File: src/include/conv_seq_pkg.sv
// Package for the converter slot sequencing block.
// Assumes a classic Wishbone slave with 32-bit data and one 40 MHz clock.
package conv_seq_pkg;
	// Register byte addresses (index times four)
	localparam logic [7:0] IDX_CONV2_SLOTS  = 8'hB8;
	localparam logic [7:0] IDX_CONV3_CTRL   = 8'hBA;
	localparam logic [7:0] IDX_CONV3_SLOTS  = 8'hBB;
	localparam logic [9:0] ADR_CONV2_SLOTS  = 10'h02E0;
	localparam logic [9:0] ADR_CONV3_CTRL   = 10'h02E8;
	localparam logic [9:0] ADR_CONV3_SLOTS  = 10'h02EC;
	localparam logic [9:0] ADR_SEQ_CMD      = 10'h0300;
	localparam logic [9:0] ADR_SEQ_STATUS   = 10'h0304;
	localparam logic [9:0] ADR_IRQ_STATUS   = 10'h0308;
	localparam logic [9:0] ADR_IRQ_MASK     = 10'h030C;
	// Field positions
	localparam int FLD_ACT_LO   = 14;
	localparam int FLD_UP_LO    = 10;
	localparam int FLD_DN_LO    = 6;
	localparam int FLD_OVP_BIT  = 11;
	localparam int FLD_FLT_BIT  = 10;
	// Fault action codes
	localparam logic [1:0] ACT_IGNORE   = 2'h0;
	localparam logic [1:0] ACT_CONV_OFF = 2'h1;
	// Slot codes
	localparam logic [3:0] SLOT_NONE    = 4'h0;
	localparam logic [3:0] SLOT_ACTIVE  = 4'hF;
	localparam logic [3:0] SLOT_LAST    = 4'hE;
	// Defaults restored by reset and by the power state machine
	localparam logic [15:0] DEF_CONV2_SLOTS = 16'h0000;
	localparam logic [15:0] DEF_CONV3_SLOTS = 16'h0000;
	localparam logic [15:0] DEF_CONV3_CTRL  = 16'h0000;
	// Slot timing
	localparam int SLOT_TIME_US = 2;
	localparam int CLK_MHZ      = 40;
	localparam int SLOT_CYCLES  = SLOT_TIME_US * CLK_MHZ;
	// Power states
	typedef enum logic [2:0] {PS_OFF, PS_UP, PS_ACTIVE, PS_DOWN} pstate_t;
	// Per-converter setting fields
	typedef struct packed {
		logic [1:0] action;
		logic [3:0] up_slot;
		logic [3:0] dn_slot;
	} conv_cfg_t;
endpackage

File: src/rtl/conv_seq.sv
// Slot sequencer and fault handling for the second and third converters.
// Assumes a classic Wishbone master; fault inputs are asynchronous pins.
// Functional notes
// - Fault action 00 ignores a fault, 01 stops that converter, 10 stops the system.
// - Fault action 11 acts the same as the system shutdown code.
// - Every converter fault raises an interrupt whatever the action.
// - Start-up slot codes 1 to 14 enable the converter in that sequencer slot.
// - Start-up slot code 0 keeps the converter off during power-up.
// - Start-up slot code 15 enables the converter on entering ACTIVE.
// - Shutdown slot codes 1 to 14 disable the converter in that slot.
// - Shutdown slot codes 0 and 15 disable the converter on entering OFF.
// - Control bit 11 set turns off the third converter's over-voltage protection.
// - With control bit 10 clear, the disabled third converter is discharged.
// - With control bit 10 set, the disabled third converter output floats.
// - Bits 6:0 set the third converter voltage code, 25 mV steps from 0.85 V.
// - The power state machine restores all fields to defaults on reaching OFF.
//
// Local design decision: the Wishbone interface to the registers.
`timescale 1ns/1ps
module conv_seq #(
	parameter int SLOT_CYC = conv_seq_pkg::SLOT_CYCLES
) (
	// Clock and reset
	input  wire logic        CLK,
	input  wire logic        ARST_N,
	// Wishbone slave
	input  wire logic        WB_CYC_I,
	input  wire logic        WB_STB_I,
	input  wire logic        WB_WE_I,
	input  wire logic [9:0]  WB_ADR_I,
	input  wire logic [3:0]  WB_SEL_I,
	input  wire logic [31:0] WB_DAT_I,
	output logic      [31:0] WB_DAT_O,
	output logic             WB_ACK_O,
	// Converter faults (asynchronous)
	input  wire logic [1:0]  FAULT_IN,
	// Converter controls
	output logic      [1:0]  CONV_ENABLE,
	output logic             CONV3_OVP_OFF,
	output logic             CONV3_DISCHARGE,
	output logic      [6:0]  CONV3_VOLTAGE_CODE,
	output logic             SYS_SHUTDOWN,
	output logic             IRQ
);
	// Refuse slot lengths that the 16-bit tick counter cannot hold
	if (SLOT_CYC < 1 || SLOT_CYC > 65535) begin : g_bad_slot
		$error("SLOT_CYC out of range");
	end

	// Registers
	logic [15:0] slots_ff [2];
	logic [15:0] ctrl_ff;
	logic [1:0]  irq_st_ff;
	logic [1:0]  irq_mask_ff;
	logic [1:0]  en_ff;
	logic [1:0]  flt_s1_ff;
	logic [1:0]  flt_s2_ff;
	logic [1:0]  flt_d_ff;
	logic [15:0] tick_ff;
	logic [3:0]  slot_ff;
	logic        sys_off_ff;
	logic        ovp_ff;
	logic        dis_ff;
	logic [6:0]  vcode_ff;
	logic        irq_ff;
	logic [31:0] rdat_ff;
	logic        ack_ff;
	conv_seq_pkg::pstate_t st_ff;
	conv_seq_pkg::pstate_t nxt_st;

	// Bus decode
	wire         bus_req  = WB_CYC_I && WB_STB_I && !ack_ff;
	wire         bus_wr   = bus_req && WB_WE_I;
	wire         lo_lanes = WB_SEL_I[0] && WB_SEL_I[1];
	wire         wr_s2    = bus_wr && lo_lanes && WB_ADR_I == conv_seq_pkg::ADR_CONV2_SLOTS;
	wire         wr_s3    = bus_wr && lo_lanes && WB_ADR_I == conv_seq_pkg::ADR_CONV3_SLOTS;
	wire         wr_ctl   = bus_wr && lo_lanes && WB_ADR_I == conv_seq_pkg::ADR_CONV3_CTRL;
	wire         wr_cmd   = bus_wr && WB_SEL_I[0] && WB_ADR_I == conv_seq_pkg::ADR_SEQ_CMD;
	wire         wr_ist   = bus_wr && WB_SEL_I[0] && WB_ADR_I == conv_seq_pkg::ADR_IRQ_STATUS;
	wire         wr_imk   = bus_wr && WB_SEL_I[0] && WB_ADR_I == conv_seq_pkg::ADR_IRQ_MASK;
	wire         cmd_up   = wr_cmd && WB_DAT_I[0];
	wire         cmd_down = wr_cmd && WB_DAT_I[1];

	// Sequencer timing
	wire         tick_end = tick_ff == 16'(SLOT_CYC - 1);
	wire         step_end = tick_end && slot_ff == conv_seq_pkg::SLOT_LAST;
	wire         enter_off = st_ff != conv_seq_pkg::PS_OFF && nxt_st == conv_seq_pkg::PS_OFF;
	wire         enter_act = st_ff == conv_seq_pkg::PS_UP && nxt_st == conv_seq_pkg::PS_ACTIVE;

	// Fault edges and actions
	wire [1:0]   flt_rise = flt_s2_ff & ~flt_d_ff;
	logic [1:0]  conv_kill;
	logic [1:0]  sys_kill;
	conv_seq_pkg::conv_cfg_t cfg [2];
	logic [1:0]  nxt_en;

	genvar g;
	generate
		for (g = 0; g < 2; g++) begin : g_conv
			assign cfg[g] = conv_seq_pkg::conv_cfg_t'(slots_ff[g][15:6]);
			// Fault action decode; codes 10 and 11 both stop the system
			assign conv_kill[g] = flt_rise[g] &&
				cfg[g].action == conv_seq_pkg::ACT_CONV_OFF;
			assign sys_kill[g] = flt_rise[g] && cfg[g].action[1];
			// Enable next value from slots, state entries and faults
			always_comb begin
				nxt_en[g] = en_ff[g];
				if (st_ff == conv_seq_pkg::PS_UP && tick_end && cfg[g].up_slot == slot_ff &&
					cfg[g].up_slot != conv_seq_pkg::SLOT_NONE)
					nxt_en[g] = 1'b1;
				if (enter_act && cfg[g].up_slot == conv_seq_pkg::SLOT_ACTIVE)
					nxt_en[g] = 1'b1;
				if (st_ff == conv_seq_pkg::PS_DOWN && tick_end && cfg[g].dn_slot == slot_ff)
					nxt_en[g] = 1'b0;
				if (enter_off)
					nxt_en[g] = 1'b0;
				if (conv_kill[g])
					nxt_en[g] = 1'b0;
			end
		end
	endgenerate

	wire any_sys_kill = |sys_kill;

	// Power state machine
	always_comb begin
		nxt_st = st_ff;
		case (st_ff)
			conv_seq_pkg::PS_OFF: begin
				if (cmd_up && !any_sys_kill) // A fault stop outranks a start request
					nxt_st = conv_seq_pkg::PS_UP;
			end
			conv_seq_pkg::PS_UP: begin
				if (any_sys_kill)
					nxt_st = conv_seq_pkg::PS_OFF;
				else if (step_end)
					nxt_st = conv_seq_pkg::PS_ACTIVE;
			end
			conv_seq_pkg::PS_ACTIVE: begin
				if (any_sys_kill)
					nxt_st = conv_seq_pkg::PS_OFF;
				else if (cmd_down)
					nxt_st = conv_seq_pkg::PS_DOWN;
			end
			conv_seq_pkg::PS_DOWN: begin
				if (any_sys_kill || step_end)
					nxt_st = conv_seq_pkg::PS_OFF;
			end
			default: nxt_st = conv_seq_pkg::PS_OFF;
		endcase
	end

	// Slot counter advances one slot per slot period
	always_ff @(posedge CLK or negedge ARST_N) begin
		if (!ARST_N) begin
			st_ff   <= conv_seq_pkg::PS_OFF;
			tick_ff <= 16'h0000;
			slot_ff <= 4'h1;
		end else begin
			st_ff <= nxt_st;
			if (nxt_st != st_ff) begin
				tick_ff <= 16'h0000;
				slot_ff <= 4'h1;
			end else if (tick_end) begin
				tick_ff <= 16'h0000;
				slot_ff <= slot_ff + 4'h1;
			end else begin
				tick_ff <= tick_ff + 16'h0001;
			end
		end
	end

	// Fault synchronisers
	always_ff @(posedge CLK or negedge ARST_N) begin
		if (!ARST_N) begin
			flt_s1_ff <= 2'h0;
			flt_s2_ff <= 2'h0;
			flt_d_ff  <= 2'h0;
		end else begin
			flt_s1_ff <= FAULT_IN;
			flt_s2_ff <= flt_s1_ff;
			flt_d_ff  <= flt_s2_ff;
		end
	end

	// Setting registers, restored to defaults on entering OFF
	always_ff @(posedge CLK or negedge ARST_N) begin
		if (!ARST_N) begin
			slots_ff[0] <= conv_seq_pkg::DEF_CONV2_SLOTS;
			slots_ff[1] <= conv_seq_pkg::DEF_CONV3_SLOTS;
			ctrl_ff     <= conv_seq_pkg::DEF_CONV3_CTRL;
		end else if (enter_off) begin
			slots_ff[0] <= conv_seq_pkg::DEF_CONV2_SLOTS;
			slots_ff[1] <= conv_seq_pkg::DEF_CONV3_SLOTS;
			ctrl_ff     <= conv_seq_pkg::DEF_CONV3_CTRL;
		end else begin
			if (wr_s2)
				slots_ff[0] <= WB_DAT_I[15:0];
			if (wr_s3)
				slots_ff[1] <= WB_DAT_I[15:0];
			if (wr_ctl)
				ctrl_ff <= WB_DAT_I[15:0] & 16'h0C7F;
		end
	end

	// Interrupt status: a fault sets, write one clears, set wins
	always_ff @(posedge CLK or negedge ARST_N) begin
		if (!ARST_N) begin
			irq_st_ff   <= 2'h0;
			irq_mask_ff <= 2'h0;
			irq_ff      <= 1'b0;
		end else begin
			irq_st_ff <= (irq_st_ff & ~(wr_ist ? WB_DAT_I[1:0] : 2'h0)) | flt_rise;
			if (wr_imk)
				irq_mask_ff <= WB_DAT_I[1:0];
			irq_ff <= |(irq_st_ff & irq_mask_ff);
		end
	end

	// Converter outputs
	always_ff @(posedge CLK or negedge ARST_N) begin
		if (!ARST_N) begin
			en_ff      <= 2'h0;
			sys_off_ff <= 1'b0;
			ovp_ff     <= 1'b0;
			dis_ff     <= 1'b1;
			vcode_ff   <= 7'h00;
		end else begin
			en_ff      <= nxt_en;
			sys_off_ff <= any_sys_kill;
			ovp_ff     <= ctrl_ff[conv_seq_pkg::FLD_OVP_BIT];
			dis_ff     <= !nxt_en[1] && !ctrl_ff[conv_seq_pkg::FLD_FLT_BIT];
			vcode_ff   <= ctrl_ff[6:0];
		end
	end

	// Read mux
	logic [31:0] rd_mux;
	always_comb begin
		case (WB_ADR_I)
			conv_seq_pkg::ADR_CONV2_SLOTS: rd_mux = {16'h0000, slots_ff[0]};
			conv_seq_pkg::ADR_CONV3_SLOTS: rd_mux = {16'h0000, slots_ff[1]};
			conv_seq_pkg::ADR_CONV3_CTRL:  rd_mux = {16'h0000, ctrl_ff};
			conv_seq_pkg::ADR_SEQ_STATUS:  rd_mux = {24'h0000_00, 1'b0, st_ff, en_ff, 2'h0};
			conv_seq_pkg::ADR_IRQ_STATUS:  rd_mux = {30'h0000_0000, irq_st_ff};
			conv_seq_pkg::ADR_IRQ_MASK:    rd_mux = {30'h0000_0000, irq_mask_ff};
			default:                       rd_mux = 32'h0000_0000;
		endcase
	end

	// Bus answer: one cycle after the request, for one cycle
	always_ff @(posedge CLK or negedge ARST_N) begin
		if (!ARST_N) begin
			ack_ff  <= 1'b0;
			rdat_ff <= 32'h0000_0000;
		end else begin
			ack_ff  <= bus_req;
			rdat_ff <= bus_req ? rd_mux : 32'h0000_0000;
		end
	end

	assign WB_ACK_O           = ack_ff;
	assign WB_DAT_O           = rdat_ff;
	assign CONV_ENABLE        = en_ff;
	assign CONV3_OVP_OFF      = ovp_ff;
	assign CONV3_DISCHARGE    = dis_ff;
	assign CONV3_VOLTAGE_CODE = vcode_ff;
	assign SYS_SHUTDOWN       = sys_off_ff;
	assign IRQ                = irq_ff;

	// Checks
	chk_fault_irq: assert property (@(posedge CLK) disable iff (!ARST_N)
		flt_rise[0] |=> irq_st_ff[0]) else $error("fault did not set status");
	chk_ignore_keeps: assert property (@(posedge CLK) disable iff (!ARST_N)
		flt_rise[0] && cfg[0].action == conv_seq_pkg::ACT_IGNORE && !enter_off
		&& st_ff == conv_seq_pkg::PS_ACTIVE |=> en_ff[0] == $past(en_ff[0]))
		else $error("ignored fault changed enable");
	// A converter stop code turns the faulty converter off
	chk_conv_kill: assert property (@(posedge CLK) disable iff (!ARST_N)
		conv_kill != 2'h0 |=> (en_ff & $past(conv_kill)) == 2'h0)
		else $error("converter not stopped");
	chk_reserved_sys: assert property (@(posedge CLK) disable iff (!ARST_N)
		(flt_rise[0] && cfg[0].action == 2'h3) || (flt_rise[1] && cfg[1].action == 2'h3)
		|=> SYS_SHUTDOWN && st_ff == conv_seq_pkg::PS_OFF)
		else $error("reserved code did not stop system");
	chk_off_clears: assert property (@(posedge CLK) disable iff (!ARST_N)
		enter_off |=> en_ff == 2'h0 && slots_ff[0] == conv_seq_pkg::DEF_CONV2_SLOTS)
		else $error("off entry left state");
	chk_none_stays: assert property (@(posedge CLK) disable iff (!ARST_N)
		st_ff == conv_seq_pkg::PS_UP && cfg[0].up_slot == conv_seq_pkg::SLOT_NONE
		&& !en_ff[0] |=> !en_ff[0]) else $error("slot zero started");
	chk_active_up: assert property (@(posedge CLK) disable iff (!ARST_N)
		enter_act && cfg[1].up_slot == conv_seq_pkg::SLOT_ACTIVE |=> en_ff[1])
		else $error("active start missed");
	// Discharge stands exactly while the third converter is off and not floating
	chk_discharge: assert property (@(posedge CLK) disable iff (!ARST_N)
		CONV3_DISCHARGE == (!CONV_ENABLE[1] && !$past(ctrl_ff[conv_seq_pkg::FLD_FLT_BIT])))
		else $error("no discharge");
	chk_ack_one: assert property (@(posedge CLK) disable iff (!ARST_N)
		WB_ACK_O |=> !WB_ACK_O) else $error("ack too long");
	// System stop codes raise the pulse and force OFF
	chk_sys_pulse: assert property (@(posedge CLK) disable iff (!ARST_N)
		sys_kill != 2'h0 |=> SYS_SHUTDOWN && st_ff == conv_seq_pkg::PS_OFF)
		else $error("system stop missed");
	// A numbered start-up slot enables the converter at its end
	chk_slot_start: assert property (@(posedge CLK) disable iff (!ARST_N)
		st_ff == conv_seq_pkg::PS_UP && tick_end && cfg[0].up_slot == slot_ff
		&& !conv_kill[0] && !enter_off |=> en_ff[0])
		else $error("start-up slot missed");
	// A numbered shutdown slot disables the converter at its end
	chk_slot_stop: assert property (@(posedge CLK) disable iff (!ARST_N)
		st_ff == conv_seq_pkg::PS_DOWN && tick_end && cfg[0].dn_slot == slot_ff
		|=> !en_ff[0])
		else $error("shutdown slot missed");
	// Slots are visited one by one in rising order
	chk_step_order: assert property (@(posedge CLK) disable iff (!ARST_N)
		st_ff == conv_seq_pkg::PS_UP && tick_end && nxt_st == conv_seq_pkg::PS_UP
		|=> slot_ff == $past(slot_ff) + 4'h1)
		else $error("slot order broken");
	// Protection switch and voltage code follow a control write two cycles on
	chk_ovp_follow: assert property (@(posedge CLK) disable iff (!ARST_N)
		wr_ctl && !enter_off |=> ##1
		CONV3_OVP_OFF == $past(WB_DAT_I[conv_seq_pkg::FLD_OVP_BIT], 2))
		else $error("protection switch wrong");
	chk_vcode_follow: assert property (@(posedge CLK) disable iff (!ARST_N)
		wr_ctl && !enter_off |=> ##1 CONV3_VOLTAGE_CODE == $past(WB_DAT_I[6:0], 2))
		else $error("voltage code wrong");
	// A set float bit never discharges
	chk_float_off: assert property (@(posedge CLK) disable iff (!ARST_N)
		$past(ctrl_ff[conv_seq_pkg::FLD_FLT_BIT]) |-> !CONV3_DISCHARGE)
		else $error("floating output discharged");
	// Every field of the third converter returns to its default on OFF entry
	chk_restore_all: assert property (@(posedge CLK) disable iff (!ARST_N)
		enter_off |=> ctrl_ff == conv_seq_pkg::DEF_CONV3_CTRL
		&& slots_ff[1] == conv_seq_pkg::DEF_CONV3_SLOTS)
		else $error("settings not restored");
	// A cleared mask keeps the interrupt line low
	chk_irq_masked: assert property (@(posedge CLK) disable iff (!ARST_N)
		irq_mask_ff == 2'h0 |=> !IRQ)
		else $error("masked interrupt raised");
	// Main scenarios
	cov_up_done: cover property (@(posedge CLK) enter_act);
	cov_sys_kill: cover property (@(posedge CLK) any_sys_kill);
	cov_slot_up: cover property (@(posedge CLK) en_ff[0] && !$past(en_ff[0]));
	cov_conv_stop: cover property (@(posedge CLK) conv_kill != 2'h0);
	cov_down_done: cover property (@(posedge CLK) st_ff == conv_seq_pkg::PS_DOWN && step_end);
endmodule

File: config.mk
export PLATFORM = sky130hd
export DESIGN_NAME = conv_seq
export DESIGN_NICKNAME = d
export VERILOG_FILES = /design/src/include/conv_seq_pkg.sv /design/src/rtl/conv_seq.sv
export SDC_FILE = /design/constraint.sdc
export NUM_CORES = 1
export LEC_CHECK = 0
export ABC_AREA = 1
export BUFFER_PORTS_ARGS = -buffer_cell sky130_fd_sc_hd__buf_2
export CORE_MARGIN = 3
export CORE_UTILIZATION = 55
export CTS_BUF_LIST = sky130_fd_sc_hd__clkbuf_16
export DETAILED_ROUTE_END_ITERATION = 16
export GPL_TIMING_DRIVEN = 0
export PLACE_DENSITY = 0.8
export SETUP_SLACK_MARGIN = 0.05
export SLEW_MARGIN = 20
export SYNTH_ARGS = -nofsm -noshare
export SYNTH_HDL_FRONTEND = slang
export SYNTH_SLANG_ARGS = --single-unit
File: constraint.sdc
create_clock -name CLK -period 3.7 [get_ports CLK]
set_clock_uncertainty 0.1 [all_clocks]
set_input_delay 0.74 -clock CLK [delete_from_list [all_inputs] [get_ports CLK]]
set_output_delay 0.74 -clock CLK [all_outputs]
set_load 0.02 [all_outputs]
# Word-level counts from Yosys, hierarchy flattened
# Index checks and enable logic that the tools add are counted.
# op_classes
n_addsub,2
n_eq_ne,22
muxes,29
n_bitwise,6
n_reduce_logical,50
# op_table
op,n
2-to-1 mux 16 bit,6
case mux 16 bit (6 select lines),1
equality test 10 bit (second input constant),7
2-to-1 mux 32 bit,2
logical AND 1 bit,33
2-to-1 mux 3 bit,6
adder 16 x 1 -> 16 bit (second input constant),1
equality test 16 x 7 -> 1 bit (second input constant),1
equality test 4 bit,4
equality test 4 bit (second input constant),3
case mux 3 bit (4 select lines),1
2-to-1 mux 1 bit,10
equality test 3 x 2 -> 1 bit (second input constant),3
2-to-1 mux 4 bit,2
nonzero test 2 bit,4
nonzero test 4 bit,2
bitwise AND 2 bit,3
logical NOT 3 bit,2
nonzero test 5 bit,1
adder 4 x 1 -> 4 bit (second input constant),1
equality test 2 x 1 -> 1 bit (second input constant),2
logical NOT 1 bit,4
NOT 2 bit,2
OR reduction 2 bit,2
6 further kinds,6
# totals
register_bits,127
in_bits,53
out_inout_bits,46
elab_cells,129

# Depth between registers and ports, before layout
# depth
word_depth,18
depth_mapped,15
mapped_depth_nobuf,13

# Least setup slack after synthesis
# OpenSTA, ideal clock, no wires.
# synth_path
kind,input port to flip-flop
start,input WB_ADR_I[1]
end,register slots_ff (netlist bit cfg[0])
setup_time_ns,0.118
t_arrival_ns,1.899
slack_ns,1.583
path_stages,9
path_cell_list,nor2_1 nand2_1 nor2_1 nand2_1 nor2_2 inv_1 clkbuf_1 nand3_1 nand2_1
# synth_between
elab_chain_len,9
word_cells_on_any_way,15
cone_classes,2 x eq/ne; 5 x mux; 8 x reduce/logical
# synth_lines
element,line,source
start: declaration,conv_seq.sv:30,"input wire logic [9:0] WB_ADR_I,"
equality test 10 bit,conv_seq.sv:78,wire wr_cmd = bus_wr && WB_SEL_I[0] && WB_ADR_I == conv_seq_pkg::ADR_SEQ_CMD;
logical AND 1 bit,conv_seq.sv:78,
"logical AND 1 bit, on equally long branches","conv_seq.sv:82, conv_seq.sv:81",
2-to-1 mux 3 bit or logical AND 1 bit (tied branches),"conv_seq.sv:142, conv_seq.sv:130",
"2-to-1 mux 3 bit, on equally long branches","conv_seq.sv:140, conv_seq.sv:130",
case mux 3 bit (4 select lines),conv_seq.sv:128,case (st_ff)
logical NOT 3 bit,conv_seq.sv:87,wire enter_off = st_ff != conv_seq_pkg::PS_OFF && nxt_st == conv_seq_pkg::PS_OFF;
logical AND 1 bit,conv_seq.sv:87,
2-to-1 mux 32 bit or nonzero test 2 bit (tied branches),--,
end: declaration,conv_seq.sv:51,logic [15:0] slots_ff [2];
# Several ways; a longest one is shown, not always the timed one.
# A chain may end at the register's enable or synchronous reset.

# Worst setup path in the final report
# layout_path
start,input WB_CYC_I
end,register ctrl_ff[5]
# layout_between
elab_chain_len,12
word_cells_on_any_way,18
cone_classes,5 x mux; 13 x reduce/logical
# layout_lines
element,line,source
start: declaration,conv_seq.sv:27,"input wire logic WB_CYC_I,"
logical AND 1 bit (*) (2 in a row),conv_seq.sv:72,wire bus_req = WB_CYC_I && WB_STB_I && !ack_ff;
named net bus_req,conv_seq.sv:72,
logical AND 1 bit (*),conv_seq.sv:73,wire bus_wr = bus_req && WB_WE_I;
logical AND 1 bit (2 in a row),conv_seq.sv:78,
"logical AND 1 bit, on equally long branches","conv_seq.sv:82, conv_seq.sv:81",
2-to-1 mux 3 bit or logical AND 1 bit (tied branches),"conv_seq.sv:142, conv_seq.sv:130",
"2-to-1 mux 3 bit, on equally long branches","conv_seq.sv:140, conv_seq.sv:130",
case mux 3 bit (4 select lines),conv_seq.sv:128,
logical NOT 3 bit,conv_seq.sv:87,
logical AND 1 bit,conv_seq.sv:87,
2-to-1 mux 16 bit or nonzero test 2 bit (tied branches),--,
end signal: assignment,conv_seq.sv:191,ctrl_ff <= conv_seq_pkg::DEF_CONV3_CTRL;
end signal: assignment,conv_seq.sv:195,ctrl_ff <= conv_seq_pkg::DEF_CONV3_CTRL;
end signal: assignment,conv_seq.sv:202,ctrl_ff <= WB_DAT_I[15:0] & 16'h0C7F;
end: declaration,conv_seq.sv:52,logic [15:0] ctrl_ff;
# The timed path passes the listed nets; every way through them passes the cells marked *.

==> reports/summary.txt <==
CP peak stage delay -> 0.72 ns
Synth Cell Area -> 5080 um^2
Slew HR -> 39.4%
gr usage total -> 25.3%
post-CTS sizing -> 0
critical path launch point type -> input port
CP Class -> in2reg
Worst-Skew Late Latency -> 0.35 ns
Post-synth EDFFs -> 0
critical-path cell list -> buf_2, nand2_1, nor2_2, nand2_1, inv_1, nand2_1, nor2_1, inv_2, nand3_1, nand2_1
clock buffer depth -> 2
Worst path top cell family by delay -> simple AND/OR/NAND/NOR gates
Post-CTS Setup Repair Bufs -> 0
power per cell area -> 383 nW/um^2
Worst Path Required -> 3.84 ns
pre-CTS setup slack -> 0.926 ns
GR Overflow Total -> 0
CP max FO -> 10
Register-to-Register Setup Slack -> 1.29 ns
Num CTS Buffers -> 9
most used cell, CP -> nand2_1
Tcrit/Tclk final -> 65.7%
Leak -> 3.08 nW
initial antenna violation count -> 0
Cells after Synth -> 594
Synth warnings -> 0
Most used DFF post-synth -> dfrtp_1
drt first pass iters -> 5
peak supply drop -> 0.000276 V
Die H -> 102 um
clock tree root buffer cell -> clkbuf_16
num rows -> 34
RSZ-0062 raised after global routing -> no
GPL Wtd Cong -> 0.898
Die Wd -> 102 um
CTS tree -> built
number of I/O port buffers -> 64
class of the worst hold path -> in2async
WL per Instance -> 15.9 um
CTS sink cnt -> 104
Post-synth ARST share -> 100%
sum of buffers and inverters on the critical path -> 3
post-layout util -> 67.2%
Max-Cap Viols -> 0
die area -> 10400 um^2
crit path DAT -> 2.57 ns
diodes inserted -> 0
Final TNS setup -> 0 ns
Via Count -> 4430
# hold bufs at CTS -> 0
first-pass GRT wire length -> 20400 um
H-Tree Depth -> 3
R2R Path Start -> slot_ff[0]$_DFFE_PN1P_
vias per inst -> 5.54
drc violations -> 0
Post-layout nets -> 742
Crit. End Element -> register
final hold slack -> 0.190 ns
pin count of the biggest net entering global routing -> 66
post-synth cell types -> 40
Core ar. -> 8850 um^2
Setup-failing EPs final -> 0
Reg-to-Reg End -> cfg[15]$_DFFE_PN0P_
vias in the first global route -> 4122
crit path to -> ctrl_ff[5]$_DFFE_PN0P_
Final Max Slew Viols -> 0
post-synthesis sequential area ratio -> 51.3%
syn_area_per_cell -> 8.55 um^2
Slew @ Worst Pin -> 0.905 ns
post-route ant nets -> 0
final hold vios -> 0
drt initial violations -> 305
outcome -> completed
Highest Clock Rate -> 412 MHz
synthesized flop and latch total -> 104
share of cells above drive strength 1 -> 19.4%
start point of the critical path -> WB_CYC_I
instance count on the critical path -> 10
Critical Path Slowest Stage Cell -> nor2_1
clock slew at reported path FFs -> 0.07 ns
routed wire length -> 12700 um
setup ws final -> 1.27 ns
Post-DP HPWL -> 9180 um
r2r worst-path depth -> 15
Final min period -> 2.43 ns
area delta synth->final -> 17.0%
fill count -> 731
Initial Util -> 57.4%
IO Count -> 99
## layout make-up
class | instances | area, um^2 | area share (%)
clock buffer | 9 | 225 | 3.79
sequential | 104 | 2610 | 43.8
multi-input combinational | 419 | 2080 | 35.0
buffer | 37 | 270 | 4.55
inverter | 50 | 188 | 3.16
tap | 108 | 135 | 2.27
timing repair buffer | 65 | 354 | 5.96
clock inverter | 7 | 90.1 | 1.52
## worst min path at each step
| stage | end | slack, ns |
|---|---|---|
| floorplan | flt_s2_ff[0]$_DFF_PN0_ | 0.23 |
| global placement | flt_s2_ff[1]$_DFF_PN0_ | 0.23 |
| detailed placement | flt_s2_ff[1]$_DFF_PN0_ | 0.25 |
| CTS | tick_ff[3]$_DFF_PN0_ | 0.21 |
| global route | tick_ff[3]$_DFF_PN0_ | 0.21 |
| finish | tick_ff[3]$_DFF_PN0_ | 0.19 |
## synthesized netlist by cell type (all sizes together), types with 3 or more instances
cell type,n,area (um^2)
inv,49,184
nand4,16,100
a21oi,13,65.1
o21ai,14,73.8
nor4,3,18.8
ha,3,37.5
clkbuf,4,15.0
a22oi,4,30.0
nand2,120,453
nor3,6,30.0
buf,33,255
xnor2,5,43.8
dfrtp,102,2550
a31oi,3,18.8
or2,3,18.8
xor2,17,149
nand3,108,563
nor2,74,305
## cells in the final DEF, fill, tap and decap left out, types with 3 or more instances in the layout
| cell type | count |
|---|---|
| buf_6 | 9 |
| dfrtp_1 | 102 |
| inv_1 | 47 |
| a21oi_1 | 13 |
| xnor2_1 | 5 |
| nor2_2 | 5 |
| conb_1 | 17 |
| clkbuf_16 | 9 |
| a22oi_1 | 4 |
| buf_2 | 72 |
| ha_1 | 3 |
| nor3_1 | 6 |
| nand3_1 | 105 |
| nand2_1 | 119 |
| nor4_1 | 3 |
| buf_4 | 16 |
| nor2_1 | 67 |
| o21ai_0 | 13 |
| xor2_1 | 17 |
| or2_2 | 3 |
| nand4_1 | 16 |
| clkbuf_1 | 4 |
| a31oi_1 | 3 |
## through the flow
| stage | instances | total power, mW | instance area (um^2) |
|---|---|---|---|
| 6_report | 799 | 2.28 | 5950 |
| 5_1_grt | 799 | 2.35 | 5950 |
| 4_1_cts | 799 | 2.29 | 5950 |
| 3_5_place_dp | 783 | 1.31 | 5630 |
| 3_3_place_gp | 782 | 1.30 | 5600 |
| 2_1_floorplan | 610 | 1.24 | 5140 |
## where the power goes
group | switching (mW) | internal (mW) | leakage [nW] | total (mW)
Clock | 0.454 | 0.541 | 0.153 | 0.995
Sequential | 0.00459 | 1.14 | 1.42 | 1.15
Combinational | 0.0894 | 0.0470 | 1.51 | 0.136
## registers in the layout, indices dropped and copies added, names as in the netlist, 2 cells and up
register / cells
irq_mask_ff: 2
tick_ff: 16
CONV3_VOLTAGE_CODE: 7
st_ff: 3
ctrl_ff: 9
WB_DAT_O: 16
flt_s2_ff: 2
irq_st_ff: 2
slots_ff: 12
slot_ff: 4
flt_d_ff: 2
CONV_ENABLE: 2
cfg: 20
flt_s1_ff: 2
## worst register-to-register path, delay by kind of cell, from the launching register on
kind          cells  cell delay, ns
simple gates     10            0.82
fa+ha+maj         1            0.21
flops             1            0.54
buf+inv           4            0.64
## routing by layer
metal	vias to the layer above	wire, um	track usage, %
met4	0	275	7.97
met2	191	6260	41.1
met1	2104	5160	33.8
met3	30	1050	5.94
li1	2105	-	-
met5	-	0	0
## cell families after synthesis
group                      after synthesis  share of synthesized area [%]
AOI/OAI and AO/OA                       43                           5.25
and+or+nand+nor                        334                           29.9
xor gates and xnor gates                22                           3.79
DFF                                    104                           51.3
adders and majority gates                3                          0.739
other                                    1                         0.0738
buffers and inverters                   87                           9.01
Power figures use the tool's default switching activity.
